File: config.mk
export PLATFORM = sky130hd
export DESIGN_NAME = tdc_ctrl
export DESIGN_NICKNAME = d
export VERILOG_FILES = /design/src/hdl/tdc_pkg.sv /design/src/hdl/tdc_ctrl.sv
export VERILOG_INCLUDE_DIRS = /design/src /design/src/hdl
export SDC_FILE = /design/constraint.sdc
export NUM_CORES = 1
export LEC_CHECK = 0
export ABC_AREA = 1
export ABC_CLOCK_PERIOD_IN_PS = 2700
export BUFFER_PORTS_ARGS = -buffer_cell sky130_fd_sc_hd__buf_4
export CORE_MARGIN = 2
export CORE_UTILIZATION = 40
export CTS_CLUSTER_DIAMETER = 80
export DETAILED_ROUTE_END_ITERATION = 8
export SKIP_CTS_REPAIR_TIMING = 1
export SYNTH_ARGS = -nofsm -noshare
export SYNTH_HDL_FRONTEND = slang
export SYNTH_SLANG_ARGS = --single-unit
File: constraint.sdc
create_clock -name I_CLK_SYS -period 2.7 [get_ports I_CLK_SYS]
set_input_delay 0.54 -clock I_CLK_SYS [delete_from_list [all_inputs] [get_ports I_CLK_SYS]]
set_output_delay 0.54 -clock I_CLK_SYS [all_outputs]
set_load 0.02 [all_outputs]
File: src/hdl/tdc_regs.svh
// Purpose: Offsets, field positions, codes and times of the tape control block
// Assumes: Included by its bare name
// Notes: Definitions only
`ifndef TDC_REGS_SVH
`define TDC_REGS_SVH
// ============================================================
// Clock and times
`define TDC_CLK_HZ 100000000
`define TDC_POWERUP_S 3
// ============================================================
// Register byte addresses, control bits and response codes
`define TDC_ADDR_W 8
`define TDC_REG_CTRL 8'h00
`define TDC_REG_STATE 8'h04
`define TDC_REG_STAT01 8'h08
`define TDC_REG_COUNT 8'h0C
`define TDC_CTRL_LAMP_TEST 0
`define TDC_CTRL_INIT 1
`define TDC_RESP_OKAY 2'h0
`define TDC_RESP_SLVERR 2'h2
// ============================================================
// Command byte layout
`define TDC_GRP_HI 7
`define TDC_GRP_LO 5
`define TDC_GRP_SELECT 3'h0
`define TDC_GRP_POSITION 3'h1
`define TDC_GRP_WRITE 3'h2
`define TDC_GRP_READ 3'h3
`define TDC_GRP_STATUS 3'h4
`define TDC_SEL_LIGHT_BIT 4
`define TDC_DRIVE0 4'h1
`define TDC_POS_QUAL 2'h0
// ============================================================
// Status transfer
`define TDC_STAT_FIRST 3'h0
`define TDC_STAT_LAST 3'h5
`define TDC_CNT_INC 16'h0001
`define TDC_CNT_ZERO 16'h0000
`endif

File: src/hdl/tdc_pkg.sv
// Purpose: Types of the tape control block
// Assumes: Nothing
// Notes: Constants live in tdc_regs.svh
package tdc_pkg;
    typedef enum {ST_INIT, ST_HRST, ST_IDLE, ST_TAKE, ST_ACK, ST_VALID, ST_BUSY,
        ST_SBYTE, ST_SWAIT} tdc_state_t;
    typedef struct packed {
        logic [7:0] b1;
        logic [7:0] b0;
    } tdc_stat_t;
    typedef struct packed {
        logic req_n;
        logic online_n;
        logic reset_n;
        logic [7:0] data;
    } tdc_hostin_t;
endpackage

File: src/hdl/tdc_ctrl.sv
// Purpose: Drive-side control and status logic of a cartridge tape drive
// Assumes: Host lines are asynchronous; drive sensors and engine on I_CLK_SYS
// Notes: Registers over AXI4-Lite; tape motion lives in the engine outside
`timescale 1ns/1ps
`include "tdc_regs.svh"
module tdc_ctrl import tdc_pkg::*; #(
    parameter int INIT_CYCLES = `TDC_POWERUP_S * `TDC_CLK_HZ
) (
    input wire logic I_CLK_SYS,
    input wire logic I_RESET,
    input wire logic [7:0] I_BUS_DATA,
    output logic [7:0] O_BUS_DATA,
    output logic O_BUS_OE_N,
    input wire logic I_REQUEST_N,
    input wire logic I_ONLINE_N,
    input wire logic I_HOST_RESET_N,
    output logic O_READY_N,
    output logic O_EXCEPTION_N,
    output logic O_DIRECTION_N,
    input wire logic I_CART_PRESENT,
    input wire logic I_AT_BOT,
    input wire logic I_MIDTAPE_STOP,
    input wire logic I_SEQ_DONE,
    input wire logic I_SEQ_END_BOT,
    input wire logic I_WRITE_PROTECT,
    input wire logic I_DRIVE_ONLINE,
    input wire logic I_WRITE_ACTIVE,
    input wire logic I_READ_ACTIVE,
    input wire logic [3:0] I_ENG_STAT0,
    input wire logic [1:0] I_ENG_STAT1,
    input wire logic [1:0] I_COUNT_INC,
    output logic O_CMD_START,
    output logic [7:0] O_CMD_CODE,
    output logic O_RECAL,
    output logic O_SELECT_LAMP,
    output logic [3:0] O_DRIVE_SEL,
    output logic O_MIDTAPE_STOP_FLAG,
    input wire logic [7:0] I_AXI_AWADDR,
    input wire logic I_AXI_AWVALID,
    output logic O_AXI_AWREADY,
    input wire logic [31:0] I_AXI_WDATA,
    input wire logic [3:0] I_AXI_WSTRB,
    input wire logic I_AXI_WVALID,
    output logic O_AXI_WREADY,
    output logic [1:0] O_AXI_BRESP,
    output logic O_AXI_BVALID,
    input wire logic I_AXI_BREADY,
    input wire logic [7:0] I_AXI_ARADDR,
    input wire logic I_AXI_ARVALID,
    output logic O_AXI_ARREADY,
    output logic [31:0] O_AXI_RDATA,
    output logic [1:0] O_AXI_RRESP,
    output logic O_AXI_RVALID,
    input wire logic I_AXI_RREADY
);
    // ============================================================
    // Host line synchronisers
    tdc_hostin_t host_meta;
    tdc_hostin_t host_s;
    always_ff @(posedge I_CLK_SYS) begin
        if (I_RESET) begin
            host_meta <= '1;
            host_s <= '1;
        end else begin
            host_meta <= {I_REQUEST_N, I_ONLINE_N, I_HOST_RESET_N, I_BUS_DATA};
            host_s <= host_meta;
        end
    end
    wire req = !host_s.req_n;
    // ============================================================
    // State and working registers
    tdc_state_t state;
    logic [31:0] init_cnt;
    logic [7:0] cmd;
    logic [2:0] idx;
    logic midtape_stop_flag;
    logic light;
    logic selected;
    logic [3:0] drive_addr;
    logic exc;
    logic dir_n;
    logic stat_illegal;
    logic reset_occ;
    logic cart_missing;
    logic cart_prev;
    logic lamp_test;
    logic init_req;
    logic [15:0] err_cnt [0:1];
    tdc_stat_t stat;
    logic illegal;
    logic [7:0] next_byte;
    wire [2:0] grp = cmd[`TDC_GRP_HI:`TDC_GRP_LO];
    wire init_done = (state == ST_INIT) && (init_cnt == 32'h0);
    wire in_valid = (state == ST_VALID);
    wire stat_end = (state == ST_SWAIT) && !req && (idx == `TDC_STAT_LAST);
    wire sel_ok = in_valid && !illegal && (grp == `TDC_GRP_SELECT);
    wire cart_pulled = cart_prev && !I_CART_PRESENT;
    // ============================================================
    // Command validation
    always_comb begin
        illegal = 1'b0;
        case (grp)
            `TDC_GRP_SELECT: illegal = !$onehot(cmd[3:0])
                || (midtape_stop_flag && (cmd[3:0] != drive_addr));
            `TDC_GRP_POSITION: illegal = !$onehot(cmd[2:0]) || (cmd[4:3] != `TDC_POS_QUAL);
            `TDC_GRP_WRITE: illegal = host_s.online_n || I_WRITE_PROTECT;
            `TDC_GRP_READ: illegal = host_s.online_n;
            `TDC_GRP_STATUS: illegal = 1'b0;
            default: illegal = 1'b1;
        endcase
        if ((I_WRITE_ACTIVE && grp != `TDC_GRP_WRITE) || (I_READ_ACTIVE && grp != `TDC_GRP_READ)) begin
            illegal = 1'b1;
        end
    end
    // ============================================================
    // Main sequencer
    always_ff @(posedge I_CLK_SYS) begin
        if (I_RESET) begin
            state <= ST_INIT;
            init_cnt <= INIT_CYCLES - 1;
            cmd <= 8'h00;
            idx <= `TDC_STAT_FIRST;
        end else if (!host_s.reset_n) begin
            state <= ST_HRST;
            init_cnt <= 32'h0;
        end else begin
            case (state)
                ST_HRST: state <= ST_INIT;
                ST_INIT: begin
                    if (init_cnt == 32'h0) begin
                        state <= ST_IDLE;
                    end else begin
                        init_cnt <= init_cnt - 32'h1;
                    end
                    if (init_req) begin
                        init_cnt <= 32'h0;
                    end
                end
                ST_IDLE: begin
                    if (init_req) begin
                        state <= ST_INIT;
                        init_cnt <= 32'h0;
                    end else if (req) begin
                        cmd <= host_s.data;
                        state <= ST_TAKE;
                    end
                end
                ST_TAKE: state <= ST_ACK;
                ST_ACK: if (!req) state <= ST_VALID;
                ST_VALID: begin
                    if (illegal || grp == `TDC_GRP_SELECT) begin
                        state <= ST_IDLE;
                    end else if (grp == `TDC_GRP_STATUS) begin
                        state <= ST_SBYTE;
                        idx <= `TDC_STAT_FIRST;
                    end else begin
                        state <= ST_BUSY;
                    end
                end
                ST_BUSY: if (I_SEQ_DONE) state <= ST_IDLE;
                ST_SBYTE: if (req) state <= ST_SWAIT;
                ST_SWAIT: begin
                    if (!req) begin
                        if (idx == `TDC_STAT_LAST) begin
                            state <= ST_IDLE;
                        end else begin
                            idx <= idx + 3'h1;
                            state <= ST_SBYTE;
                        end
                    end
                end
                default: state <= ST_INIT;
            endcase
        end
    end
    // Ready is true while waiting for a command, acknowledging one, or offering a byte
    assign O_READY_N = !((state == ST_IDLE) || (state == ST_ACK) || (state == ST_SBYTE));
    // ============================================================
    // Engine command and recalibration pulses
    always_ff @(posedge I_CLK_SYS) begin
        if (I_RESET) begin
            O_CMD_START <= 1'b0;
            O_CMD_CODE <= 8'h00;
            O_RECAL <= 1'b0;
        end else begin
            O_CMD_START <= in_valid && !illegal && (grp != `TDC_GRP_SELECT) && (grp != `TDC_GRP_STATUS);
            if (in_valid) begin
                O_CMD_CODE <= cmd;
            end
            O_RECAL <= init_done;
        end
    end
    // ============================================================
    // Midtape stop flag
    always_ff @(posedge I_CLK_SYS) begin
        if (I_RESET) begin
            midtape_stop_flag <= 1'b0;
        end else if (I_AT_BOT || init_done) begin
            midtape_stop_flag <= 1'b0;
        end else if (I_MIDTAPE_STOP) begin
            midtape_stop_flag <= 1'b1;
        end
    end
    assign O_MIDTAPE_STOP_FLAG = midtape_stop_flag;
    // ============================================================
    // Drive selection and lamp
    always_ff @(posedge I_CLK_SYS) begin
        if (I_RESET) begin
            light <= 1'b0;
            selected <= 1'b0;
            drive_addr <= `TDC_DRIVE0;
        end else if (state == ST_HRST) begin
            selected <= 1'b0;
        end else if (init_done) begin
            light <= 1'b0;
            selected <= 1'b1;
            drive_addr <= `TDC_DRIVE0;
        end else if (sel_ok) begin
            light <= cmd[`TDC_SEL_LIGHT_BIT];
            drive_addr <= cmd[3:0];
            selected <= 1'b1;
        end else if (I_SEQ_END_BOT && !light) begin
            selected <= 1'b0;
        end
    end
    assign O_SELECT_LAMP = selected || lamp_test;
    assign O_DRIVE_SEL = selected ? drive_addr : 4'h0;
    // ============================================================
    // Exception, sticky status bits and direction
    always_ff @(posedge I_CLK_SYS) begin
        if (I_RESET) begin
            exc <= 1'b0;
            stat_illegal <= 1'b0;
            reset_occ <= 1'b0;
            cart_missing <= 1'b0;
            cart_prev <= 1'b0;
            dir_n <= 1'b1;
        end else begin
            cart_prev <= I_CART_PRESENT;
            if (init_done || (in_valid && illegal) || (cart_pulled && O_SELECT_LAMP && dir_n)) begin
                exc <= 1'b1;
            end else if (state == ST_IDLE && req) begin
                exc <= 1'b0;
            end
            if (in_valid && illegal) begin
                stat_illegal <= 1'b1;
            end else if (stat_end) begin
                stat_illegal <= 1'b0;
            end
            if (init_done) begin
                reset_occ <= 1'b1;
            end else if (stat_end) begin
                reset_occ <= 1'b0;
            end
            if (cart_pulled && O_SELECT_LAMP && dir_n) begin
                cart_missing <= 1'b1;
            end else if (stat_end) begin
                cart_missing <= 1'b0;
            end
            if (in_valid && !illegal && grp == `TDC_GRP_STATUS) begin
                dir_n <= 1'b0;
            end else if (stat_end) begin
                dir_n <= 1'b1;
            end
        end
    end
    assign O_EXCEPTION_N = !exc;
    assign O_DIRECTION_N = dir_n;
    assign O_BUS_OE_N = dir_n;
    // ============================================================
    // Error counters cleared by a status read
    genvar g;
    generate
        for (g = 0; g < 2; g++) begin : g_cnt
            always_ff @(posedge I_CLK_SYS) begin
                if (I_RESET) begin
                    err_cnt[g] <= `TDC_CNT_ZERO;
                end else if (stat_end) begin
                    err_cnt[g] <= I_COUNT_INC[g] ? `TDC_CNT_INC : `TDC_CNT_ZERO;
                end else if (I_COUNT_INC[g]) begin
                    err_cnt[g] <= err_cnt[g] + `TDC_CNT_INC;
                end
            end
        end
    endgenerate
    // ============================================================
    // Status bytes and bus data
    always_comb begin
        stat.b0 = {1'b0, cart_missing || !I_CART_PRESENT, !I_DRIVE_ONLINE, I_WRITE_PROTECT, I_ENG_STAT0};
        stat.b0[7] = |stat.b0[6:0];
        stat.b1 = {1'b0, stat_illegal, I_ENG_STAT1, I_AT_BOT, 2'h0, reset_occ};
        stat.b1[7] = |stat.b1[6:0];
        case (idx)
            3'h0: next_byte = stat.b0;
            3'h1: next_byte = stat.b1;
            3'h2: next_byte = err_cnt[0][15:8];
            3'h3: next_byte = err_cnt[0][7:0];
            3'h4: next_byte = err_cnt[1][15:8];
            default: next_byte = err_cnt[1][7:0];
        endcase
    end
    always_ff @(posedge I_CLK_SYS) begin
        if (I_RESET) begin
            O_BUS_DATA <= 8'h00;
        end else begin
            O_BUS_DATA <= next_byte;
        end
    end
    // ============================================================
    // AXI4-Lite register slave
    logic [31:0] rd_word;
    logic rd_hit;
    assign O_AXI_AWREADY = I_AXI_AWVALID && I_AXI_WVALID && !O_AXI_BVALID;
    assign O_AXI_WREADY = O_AXI_AWREADY;
    assign O_AXI_ARREADY = !O_AXI_RVALID;
    wire wr_go = O_AXI_AWREADY;
    wire wr_ctrl = wr_go && (I_AXI_AWADDR == `TDC_REG_CTRL) && I_AXI_WSTRB[0];
    always_ff @(posedge I_CLK_SYS) begin
        if (I_RESET) begin
            O_AXI_BVALID <= 1'b0;
            O_AXI_BRESP <= `TDC_RESP_OKAY;
            lamp_test <= 1'b0;
            init_req <= 1'b0;
        end else begin
            init_req <= wr_ctrl && I_AXI_WDATA[`TDC_CTRL_INIT];
            if (wr_ctrl) begin
                lamp_test <= I_AXI_WDATA[`TDC_CTRL_LAMP_TEST];
            end
            if (wr_go) begin
                O_AXI_BVALID <= 1'b1;
                O_AXI_BRESP <= (I_AXI_AWADDR == `TDC_REG_CTRL) ? `TDC_RESP_OKAY : `TDC_RESP_SLVERR;
            end else if (I_AXI_BREADY) begin
                O_AXI_BVALID <= 1'b0;
            end
        end
    end
    always_comb begin
        rd_hit = 1'b1;
        case (I_AXI_ARADDR)
            `TDC_REG_CTRL: rd_word = {30'h0, 1'b0, lamp_test};
            `TDC_REG_STATE: rd_word = {22'h0, !dir_n, exc, drive_addr, 1'b0, selected, light, midtape_stop_flag};
            `TDC_REG_STAT01: rd_word = {16'h0, stat};
            `TDC_REG_COUNT: rd_word = {err_cnt[0], err_cnt[1]};
            default: begin
                rd_word = 32'h0;
                rd_hit = 1'b0;
            end
        endcase
    end
    always_ff @(posedge I_CLK_SYS) begin
        if (I_RESET) begin
            O_AXI_RVALID <= 1'b0;
            O_AXI_RDATA <= 32'h0;
            O_AXI_RRESP <= `TDC_RESP_OKAY;
        end else if (I_AXI_ARVALID && O_AXI_ARREADY) begin
            O_AXI_RVALID <= 1'b1;
            O_AXI_RDATA <= rd_word;
            O_AXI_RRESP <= rd_hit ? `TDC_RESP_OKAY : `TDC_RESP_SLVERR;
        end else if (I_AXI_RREADY) begin
            O_AXI_RVALID <= 1'b0;
        end
    end
endmodule

==> flow_metrics.tcl <==
set metrics [dict create \
    cts_tree "built" \
    yosysTopAreaCell "dfxtp_1" \
    die_w_um 149 \
    wl_met2_mm 11.8 \
    top_layer_used "met4" \
    drive_gt1_frac 0.168 \
    seqCellArea_mm2 0.00372 \
    htreeDepth 4 \
    worstPathArrival_ps 2760 \
    maxCapViolations 0 \
    dp_slack_ps 201 \
    die_area_mm2 0.0223 \
    place.gp.congestion 0.935 \
    outcome "complete, no violations" \
    synthTopCellsByArea "dfxtp_1 33%, nand2_1 12%, edfxtp_1 11%" \
    multi_input_area_mm2 0.00411 \
    area_growth_pct 20.5 \
    vias 8005 \
    core-area_mm2 0.0209 \
    wire_per_inst_um 15.6 \
    firstDrtPassIters 5 \
    nets 1369 \
    start_util 0.405 \
    wl_met1_mm 10.9 \
    synth_seq_area_share 0.440 \
    clock-sinks 170 \
    synth_edf_count 32 \
    drt.antenna.violating_nets 0 \
    fillers 2132 \
    routed-wl-met3_mm 1.17 \
    dp_cells 1526 \
    synth_warnings 0 \
    grt_overflow 0 \
    synth.most_common_cell "nand2_1" \
    clk_latency_ps 430 \
    fin_crit_ps 2450 \
    hold_violations 0 \
    slew_violations 0 \
    synth-async-reset-ratio 0 \
    drc 0 \
    maxSlewHeadroom 0.569 \
    die_y_um 149 \
    grt_max_degree 60 \
    drt-total-wl_mm 24.3 \
    crit_path_start_kind "register" \
    cp_max_fo 10 \
    grt_usage 0.221 \
    fin_worst_skew_ps 10.1 \
    finalWorstSetupSlack_ps 255 \
    path_clk_slew_ps 70 \
    rsz0062_at_grt "false" \
    first_global_vias 7618 \
    hpwl_mm 17.7 \
    irDropWorstVdd_mv 0.279 \
    netlist.area_leader.share 0.326 \
    yosys-top-cells-count "262 x nand2_1, 142 x nor2_1, 138 x dfxtp_1, 119 x inv_1, 85 x a21oi_1" \
    pin_count 156 \
    synth_cell_type_count 44 \
    numPortBuffers 120 \
    synth_area_mm2 0.00846 \
    finalCritPeriodShare 0.906 \
    power_density_mw_per_mm2 581 \
    fin_hold_ws_ps 295 \
    cts_made_buffers 17 \
    n_antenna_cell 0 \
    tightest_slew_ps 647 \
    p_leak_uw 0.00429 \
    finalPower_uw 5930 \
    netlist_instances 1156 \
    endpoint_kind "register" \
    antenna_found_initial 0 \
    ys_ff_latch 170 \
    cts_root_buffer "clkbuf_16" \
    final_cells 1558 \
    clockBufferDepth 2 \
    fmax_mhz 409 \
    syn_avg_cell_area_um2 7.32 \
    grt_pass1_wl_mm 38.9 \
    setup_tns_ps 0 \
    hp-class "input pin to register" \
    synthFlopType "dfxtp_1" \
    setup_viol 0 \
    drt-initial-drc-count 558 \
    viasPerCell 5.14 \
    critical_path_required_ps 3020 \
    row_count 53 \
    path_class "register to register" \
]
per-layer routing:
| metal | global-route usage | vias up |
|---|---|---|
| li1 | - | 4039 |
| met1 | 0.287 | 3722 |
| met2 | 0.380 | 217 |
| met3 | 0.0372 | 27 |
| met4 | 0.0610 | 0 |
| met5 | 0 | - |
sequential cells by signal, indices dropped and copies added (netlist names), 3 cells and up:
name and flops:
O_BUS_DATA 8, O_CMD_CODE 8, O_AXI_RDATA 32, host_s 11, init_cnt 32, host_meta 11, state 4, err_cnt 32
cmd 8, idx 3, drive_addr 4
final timing paths:
kind | from | end | slack (ps) | cells past startpoint
max reg2reg | cmd[0]$_SDFFE_PP0P_ | drive_addr[1]$_SDFFE_PP0P_ | 250 | 11
max | cmd[0]$_SDFFE_PP0P_ | drive_addr[1]$_SDFFE_PP0P_ | 250 | 11
min reg2reg | host_meta[8]$_SDFF_PP1_ | host_s[8]$_SDFF_PP1_ | 410 | 1
min | I_BUS_DATA[4] | host_meta[4]$_SDFF_PP1_ | 290 | 2
stage by stage:
step / utilization / instance area [um^2]
finish: 0.488 / 10200
detailed placement: 0.460 / 9620
global route: 0.488 / 10200
global placement: 0.460 / 9620
floorplan: - / 8470
CTS: 0.488 / 10200
cells in the final DEF, fill, tap and decap left out, types with 6 or more instances in the layout:
| cell type | synthesis | layout |
|---|---|---|
| o22ai_1 | 14 | 14 |
| clkbuf_16 | 0 | 18 |
| o211ai_1 | 12 | 12 |
| o21ai_0 | 56 | 56 |
| buf_4 | 4 | 132 |
| nand2_1 | 262 | 262 |
| nor2_2 | 6 | 6 |
| nor4_1 | 7 | 7 |
| nand4_1 | 19 | 19 |
| nor3_1 | 33 | 33 |
| ha_1 | 10 | 10 |
| edfxtp_1 | 32 | 32 |
| a221oi_1 | 6 | 6 |
| dfxtp_1 | 138 | 138 |
| inv_1 | 119 | 119 |
| nand3_1 | 82 | 82 |
| nor2_1 | 142 | 142 |
| or2_2 | 29 | 29 |
| xor2_1 | 14 | 14 |
| a21oi_1 | 85 | 85 |
where the power goes:
part | switching (uW) | internal, uW
sequential | 121 | 2710
combinational | 419 | 260
clock | 1070 | 1340
critical path, stage by stage, from the launching register on:
cell	delay (ps)
dfxtp_1	430
inv_1	120
fa_1	540
inv_1	40
ha_1	180
ha_1	280
nor3b_2	220
nand4_1	200
nand2_4	180
nand2_1	60
nand2_1	50
nor2_1	50
kinds of logic (layout without fill, tap and decap cells):
group / count (synthesis) / count (layout) / synth area share
flip-flops: 170 / 170 / 0.440
buffers and inverters: 161 / 287 / 0.0766
AND/OR/NAND/NOR: 603 / 603 / 0.318
adder cells (fa/ha/maj): 12 / 12 / 0.0195
XOR/XNOR: 18 / 18 / 0.0186
AO/OA/AOI/OAI: 191 / 191 / 0.127
other: 1 / 2 / 0.000443
final cells by class:
| class | instances | share of cell area |
|---|---|---|
| multi-input combinational | 826 | 0.403 |
| sequential | 170 | 0.365 |
| clock inverter | 11 | 0.0108 |
| inverter | 123 | 0.0453 |
| tap | 275 | 0.0337 |
| timing repair buffer | 132 | 0.0972 |
| clock buffer | 21 | 0.0453 |
No activity file was read; power rests on OpenSTA's default activity.
